`config.mk`:
```
export PLATFORM = sky130hd
export DESIGN_NAME = cis_sequencer
export DESIGN_NICKNAME = d
export VERILOG_FILES = /design/src/verilog/cis_pkg.sv /design/src/verilog/cis_sequencer.sv
export SDC_FILE = /design/constraint.sdc
export NUM_CORES = 1
export LEC_CHECK = 0
export BUFFER_PORTS_ARGS = -buffer_cell sky130_fd_sc_hd__buf_2
export CAP_MARGIN = 10
export CORE_ASPECT_RATIO = 1.75
export CORE_MARGIN = 2
export CORE_UTILIZATION = 54
export CTS_CLUSTER_DIAMETER = 60
export DETAILED_ROUTE_END_ITERATION = 8
export PLACE_DENSITY = 0.83
export SLEW_MARGIN = 25
export SYNTH_ARGS = -nofsm -noshare
export SYNTH_HDL_FRONTEND = slang
export SYNTH_SLANG_ARGS = --single-unit
```
`constraint.sdc`:
```
create_clock -name clock_i -period 2.4 [get_ports clock_i]
set_input_delay 0.12 -clock clock_i [delete_from_list [all_inputs] [get_ports clock_i]]
set_output_delay 0.12 -clock clock_i [all_outputs]
set_load 0.005 [all_outputs]
```
`src/verilog/cis_pkg.sv`:
```
// Package: constants and types for the interrupt sequencer
package cis_pkg;
  localparam logic [15:0] CIS_NMI_ADDR    = 16'h0066;
  localparam logic [15:0] CIS_MODE1_ADDR  = 16'h0038;
  localparam logic [1:0]  CIS_MODE_RESET  = 2'h0;
  localparam logic [1:0]  CIS_MODE_1      = 2'h1;
  localparam logic [1:0]  CIS_MODE_2      = 2'h2;
  localparam logic [1:0]  CIS_ACK_WAITS   = 2'h2;
  localparam logic [1:0]  CIS_ACK_TSTATES = 2'h2;
  localparam logic [7:0]  CIS_IREG_RESET  = 8'h00;

  typedef enum logic [2:0] {
    CIS_IDLE  = 3'b000,
    CIS_NMIF  = 3'b001,
    CIS_ACK   = 3'b010,
    CIS_WAIT  = 3'b011,
    CIS_LATCH = 3'b100
  } cis_state_t;

  // Instruction decode strobes from the execution unit
  typedef struct packed {
    logic       enable;
    logic       disable_;
    logic       mode_sel;
    logic [1:0] mode;
    logic       load_page;
    logic [7:0] page;
  } cis_instr_t;

  // Service request handed from the sequencer to the execution unit
  typedef struct packed {
    logic        valid;
    logic        nmi;
    logic [1:0]  mode;
    logic [15:0] target;
    logic [7:0]  opcode;
  } cis_service_t;
endpackage

```
`src/verilog/cis_sequencer.sv`:
```
// Interrupt acceptance and acknowledge sequencer of an 8-bit processor
`timescale 1ns/1ps
module cis_sequencer
  import cis_pkg::*;
(
  input  wire logic         clock_i,
  input  wire logic         rst_n_i,
  input  wire logic         irq_n_i,
  input  wire logic         nmi_n_i,
  input  wire logic         bus_request_n_i,
  input  wire logic         last_tstate_i,
  input  wire cis_instr_t   instr_i,
  input  wire logic [7:0]   data_i,
  output logic              opcode_cycle_n_o,
  output logic              io_request_n_o,
  output logic              read_n_o,
  output logic              nmi_fetch_o,
  output logic              bus_grant_o,
  output cis_service_t      service_o,
  output logic              irq_enabled_o,
  output logic [1:0]        irq_mode_o
);

  logic [1:0]  irq_sync_reg;
  logic [1:0]  nmi_sync_reg;
  logic [1:0]  breq_sync_reg;
  logic        nmi_prev_reg;
  logic        nmi_pend_reg;
  logic        iff1_reg;
  logic        iff2_reg;
  logic [1:0]  mode_reg;
  logic [7:0]  page_reg;
  cis_state_t  state_reg;
  logic [1:0]  cnt_reg;
  logic        nmi_edge;
  logic        take_nmi;
  logic        take_irq;
  logic        boundary;

  // Asynchronous pins pass two flops before use
  always_ff @(posedge clock_i or negedge rst_n_i)
  begin
    if (!rst_n_i)
    begin
      irq_sync_reg   <= 2'h0;
      nmi_sync_reg   <= 2'h0;
      breq_sync_reg  <= 2'h0;
    end
    else
    begin
      irq_sync_reg   <= {irq_sync_reg[0], ~irq_n_i};
      nmi_sync_reg   <= {nmi_sync_reg[0], ~nmi_n_i};
      breq_sync_reg  <= {breq_sync_reg[0], ~bus_request_n_i};
    end
  end

  assign boundary = last_tstate_i && (state_reg == CIS_IDLE);
  // Edge latch holds a short NMI pulse until a boundary with no bus request takes it
  assign nmi_edge = nmi_sync_reg[1] && !nmi_prev_reg;
  assign take_nmi = boundary && !breq_sync_reg[1] && nmi_pend_reg;
  assign take_irq = boundary && !breq_sync_reg[1] && !nmi_pend_reg
                    && irq_sync_reg[1] && iff1_reg;

  always_ff @(posedge clock_i or negedge rst_n_i)
  begin
    if (!rst_n_i)
    begin
      nmi_prev_reg <= 1'b0;
      nmi_pend_reg <= 1'b0;
    end
    else
    begin
      nmi_prev_reg <= nmi_sync_reg[1];
      // A new edge in the accept cycle wins over the clear
      if (nmi_edge)
        nmi_pend_reg <= 1'b1;
      else if (take_nmi)
        nmi_pend_reg <= 1'b0;
    end
  end

  always_ff @(posedge clock_i or negedge rst_n_i)
  begin
    if (!rst_n_i)
      bus_grant_o <= 1'b0;
    else
      bus_grant_o <= boundary && breq_sync_reg[1];
  end

  // Enable flags; NMI keeps the old state in the second flag
  always_ff @(posedge clock_i or negedge rst_n_i)
  begin
    if (!rst_n_i)
    begin
      iff1_reg <= 1'b0;
      iff2_reg <= 1'b0;
    end
    else if (take_nmi)
    begin
      iff1_reg <= 1'b0;
      iff2_reg <= iff1_reg;
    end
    else if (take_irq)
    begin
      iff1_reg <= 1'b0;
      iff2_reg <= 1'b0;
    end
    else if (instr_i.enable)
    begin
      iff1_reg <= 1'b1;
      iff2_reg <= 1'b1;
    end
    else if (instr_i.disable_)
    begin
      iff1_reg <= 1'b0;
      iff2_reg <= 1'b0;
    end
  end

  always_ff @(posedge clock_i or negedge rst_n_i)
  begin
    if (!rst_n_i)
    begin
      mode_reg <= CIS_MODE_RESET;
      page_reg <= CIS_IREG_RESET;
    end
    else
    begin
      // Code 3 is not a mode; it is ignored
      if (instr_i.mode_sel && instr_i.mode != 2'h3)
        mode_reg <= instr_i.mode;
      if (instr_i.load_page)
        page_reg <= instr_i.page;
    end
  end

  always_ff @(posedge clock_i or negedge rst_n_i)
  begin
    if (!rst_n_i)
    begin
      state_reg <= CIS_IDLE;
      cnt_reg   <= 2'h0;
    end
    else
    begin
      case (state_reg)
        CIS_IDLE:
        begin
          cnt_reg <= 2'h0;
          if (take_nmi)
            state_reg <= CIS_NMIF;
          else if (take_irq)
            state_reg <= CIS_ACK;
        end
        CIS_NMIF:
          state_reg <= CIS_IDLE;
        CIS_ACK:
        begin
          cnt_reg <= cnt_reg + 2'h1;
          if (cnt_reg == CIS_ACK_TSTATES - 2'h1)
          begin
            state_reg <= CIS_WAIT;
            cnt_reg   <= 2'h0;
          end
        end
        CIS_WAIT:
        begin
          cnt_reg <= cnt_reg + 2'h1;
          if (cnt_reg == CIS_ACK_WAITS - 2'h1)
            state_reg <= CIS_LATCH;
        end
        CIS_LATCH:
          state_reg <= CIS_IDLE;
        default:
          state_reg <= CIS_IDLE;
      endcase
    end
  end

  // Bus strobes; read stays high throughout acknowledge
  always_ff @(posedge clock_i or negedge rst_n_i)
  begin
    if (!rst_n_i)
    begin
      opcode_cycle_n_o <= 1'b1;
      io_request_n_o   <= 1'b1;
      read_n_o         <= 1'b1;
      nmi_fetch_o      <= 1'b0;
    end
    else
    begin
      opcode_cycle_n_o <= !(take_irq || take_nmi ||
                            (state_reg == CIS_ACK) || (state_reg == CIS_WAIT));
      io_request_n_o   <= !(take_irq || (state_reg == CIS_ACK && cnt_reg == 2'h0)
                            || state_reg == CIS_WAIT);
      read_n_o         <= !take_nmi;
      nmi_fetch_o      <= take_nmi;
    end
  end

  // Service order to the execution unit; NMI opcode is discarded
  always_ff @(posedge clock_i or negedge rst_n_i)
  begin
    if (!rst_n_i)
      service_o <= '0;
    else
    begin
      service_o.valid <= 1'b0;
      if (state_reg == CIS_NMIF)
      begin
        service_o.valid  <= 1'b1;
        service_o.nmi    <= 1'b1;
        service_o.mode   <= mode_reg;
        service_o.target <= CIS_NMI_ADDR;
        service_o.opcode <= 8'h00;
      end
      else if (state_reg == CIS_LATCH)
      begin
        service_o.valid  <= 1'b1;
        service_o.nmi    <= 1'b0;
        service_o.mode   <= mode_reg;
        service_o.opcode <= data_i;
        if (mode_reg == CIS_MODE_1)
          service_o.target <= CIS_MODE1_ADDR;
        else if (mode_reg == CIS_MODE_2)
          service_o.target <= {page_reg, data_i};
        else
          service_o.target <= 16'h0000;
      end
    end
  end

  always_ff @(posedge clock_i or negedge rst_n_i)
  begin
    if (!rst_n_i)
    begin
      irq_enabled_o <= 1'b0;
      irq_mode_o    <= CIS_MODE_RESET;
    end
    else
    begin
      irq_enabled_o <= iff1_reg;
      irq_mode_o    <= mode_reg;
    end
  end

endmodule

```
==> qor.txt <==
==================================================================================
Result of the run                                                     finished, final reports clean
Diode insertion count for antenna repair                                         0
Max incr delay on CP                                                       0.60 ns
Crit-path max FO                                                                12
Wire length per cell after detailed routing                                14.0 µm
Most used standard cell by instance count after synthesis             sky130_fd_sc_hd__dfrtp_1
Routability-driven placement congestion ratio                                0.771
Cells taking the most area after synthesis                            sky130_fd_sc_hd__dfrtp_1 64%, sky130_fd_sc_hd__a22o_1 8.2%, sky130_fd_sc_hd__mux2_2 5.0%
Post-CTS resize count                                                            0
Most area-hungry cell type in the Yosys netlist                       sky130_fd_sc_hd__dfrtp_1
Unique masters post-synth                                                       29
Global-route wire length before repair                                     6860 µm
Effective utilization at floorplan                                           0.549
Total negative setup slack                                                    0 ns
TritonCTS buffer count                                                           9
Overflow after GRT                                                               0
Total detailed-routing wirelength                                          4100 µm
Via count of the first global-routing pass                                    1537
Data required time of the worst path                                       2.65 ns
Power density over cell area                                            937 nW/µm²
Syn_area_per_cell                                                         13.6 µm²
Family of cells with the greatest summed delay on the critical path   simple AND/OR/NAND/NOR gates
Die Footprint                                                             4690 µm²
Final setup violating endpoints                                                  0
Number of antenna violations at the first check in global routing                0
Floorplan Core Area                                                       4070 µm²
Worst path bufs/invs                                                             0
Number of flip-flops in the largest register                                    28
Count of nets left with antenna violations after detail routing                  0
Total count of hold-check failures in the final report                           0
Share of Yosys cell area claimed by the top area cell type                   0.638
Worst endpoint data arrival time                                           1.87 ns
Classification of the worst-slack hold path                              in -> reg
Post-CTS Hold Fix Bufs                                                           4
Min Clock Period, post-route                                               1.63 ns
Maximum number of pins on one net before global-route repair                    61
Dominant register cell in the synthesized netlist                     sky130_fd_sc_hd__dfrtp_1
# Max-Cap Violations                                                             0
Number of DRC markers in iteration 0                                            12
Sequential fraction of the synthesis area                                    0.673
Category of the worst setup path capture point                           flip-flop
Post-synth EDFFs                                                                 0
CTS H-Tree Depth                                                                 3
Post-synth top cells                                                  57 x sky130_fd_sc_hd__dfrtp_1, 21 x sky130_fd_sc_hd__a22o_1, 12 x sky130_fd_sc_hd__inv_1
Syn nets                                                                       196
CTS clk-pin slew, worst paths                                              0.07 ns
Worst Skew                                                              0.00725 ns
# fillers                                                                      302
Worst-path cell chain                                                 or4b_4, nand2b_4, o31a_1
Post-layout utilization of the core                                          0.702
Clock latency on the worst-skew pair                                       0.32 ns
Detailed-route vias per instance                                              5.15
Fin crit share                                                               0.677
Proportion of layout cells with a drive suffix above 1                       0.408
Worst Tran Pin Value                                                      0.719 ns
Final instance area                                                       2860 µm²
Critical-path top delay cell                                          sky130_fd_sc_hd__or4b_4
Worst vdd rail ir drop                                                  0.000708 V
Relative area change from synthesis to final layout                          27.7%
Setup crit start kind                                                    flip-flop
Number of optimization iterations in the first detailed-route pass               4
Buffer levels on the longest clock path                                          2
Global-route total usage across every layer                                  0.200
Detailed-placement wirelength estimate                                     2940 µm
Clock tree from TritonCTS                                                    built
Fin nets                                                                       271
Height of the die                                                          89.1 µm
Cell area after placement                                                 2620 µm²
Upper clock frequency limit                                                615 MHz
Synthesis-stage register bit count                                              60
Syn Inst Count                                                                 165
DRC Markers                                                                      0
Count of input and output buffers                                               63
Critical Setup Path Class                                               reg -> reg
Fin. max-slew vios                                                               0
Die extent in x                                                            52.7 µm
Detailed-route via count                                                      1513
Post-CTS repair timing setup buffer count                                        0
Clock tree root driver cell                                           sky130_fd_sc_hd__clkbuf_8
Synth Warn #                                                                     0
Area of the mapped netlist                                                2240 µm²
Row count                                                                       31
Async set-or-reset flop fraction in the synthesized netlist                   1.00
Count of boundary I/O pins                                                      64
Overall power of the completed layout                                    0.00268 W
Setup repair after global routing missed its margin                          false
TritonCTS sink count                                                            60
Cell leakage power                                                         1.45 nW
Rel. slew slack                                                              0.520
==================================================================================
## metal layers
metal / share of wire / routed length, µm / vias up / GRT usage
met3: 0.049 / 199 / 6 / 0.0585
met4: 0.012 / 50 / 0 / 0.0862
met2: 0.52 / 2130 / 46 / 0.330
li1: - / - / 728 / -
met5: 0 / 0 / - / 0
met1: 0.42 / 1720 / 733 / 0.243
## stage by stage
| stage | hold WS, ns | instances | setup WS, ns |
|---|---|---|---|
| final | 0.0241 | 294 | 0.774 |
| after global routing | 0.0234 | 294 | 0.691 |
| after floorplan | -0.176 | 165 | 0.911 |
| after CTS | 0.0118 | 294 | 0.762 |
| after global placement | 0.263 | 274 | 0.817 |
| after detailed placement | 0.265 | 274 | 0.800 |
## cells by family after synthesis
kind of cell	synth area share
AO/OA/AOI/OAI	0.144
adder cells (fa/ha/maj)	0.0168
buffers and inverters	0.0347
flip-flops	0.673
multiplexers	0.0548
AND/OR/NAND/NOR	0.0772
## layout make-up
class	count	area (µm²)	share of cell area
Sequential cell	60	1510	0.527
Multi-Input combinational cell	86	658	0.230
Timing Repair Buffer	71	385	0.135
Clock buffer	12	155	0.0543
Tap cell	49	61.3	0.0215
Clock inverter	4	47.5	0.0166
Inverter	12	45.0	0.0158
## cells in the final DEF, fill, tap and decap left out, types with 2 or more instances in the layout
cell,instances
sky130_fd_sc_hd__a21o_1,2
sky130_fd_sc_hd__a21oi_1,6
sky130_fd_sc_hd__a22o_1,21
sky130_fd_sc_hd__a2bb2oi_1,4
sky130_fd_sc_hd__buf_2,63
sky130_fd_sc_hd__buf_4,4
sky130_fd_sc_hd__clkbuf_8,11
sky130_fd_sc_hd__clkinv_2,2
sky130_fd_sc_hd__dfrtp_1,57
sky130_fd_sc_hd__dfstp_2,3
sky130_fd_sc_hd__dlygate4sd3_1,4
sky130_fd_sc_hd__ha_1,3
sky130_fd_sc_hd__inv_1,12
sky130_fd_sc_hd__mux2_2,10
sky130_fd_sc_hd__nand2_1,7
sky130_fd_sc_hd__nand2b_1,2
sky130_fd_sc_hd__nor2_1,9
sky130_fd_sc_hd__nor2b_1,5
sky130_fd_sc_hd__nor3b_2,2
sky130_fd_sc_hd__o21ai_0,4
## final timing paths
check | from | end | slack, ns | cells after the start
min in group asynchronous | rst_n_i | service_o[5] | 0.46 | 3
hold / removal | instr_i[13] | iff1_reg | 0.02 | 3
setup / recovery | state_reg[0] | io_request_n_o | 0.77 | 3
max in group asynchronous | rst_n_i | page_reg[6] | 1.44 | 3
hold reg to reg | nmi_sync_reg[0] | nmi_sync_reg[1] | 0.34 | 0
setup reg to reg | state_reg[0] | io_request_n_o | 0.77 | 3
## tightest hold or removal path, cell delays in order
cell,delay [ns]
sky130_fd_sc_hd__buf_2,0.07
sky130_fd_sc_hd__a21oi_1,0.03
sky130_fd_sc_hd__nor2_1,0.07
## power by group
part           internal (W)  switching, W
combinational      0.000261      0.000249
clock              0.000533      0.000359
sequential          0.00117      0.000107
total               0.00196      0.000714
Power figures use the tool's default switching activity.
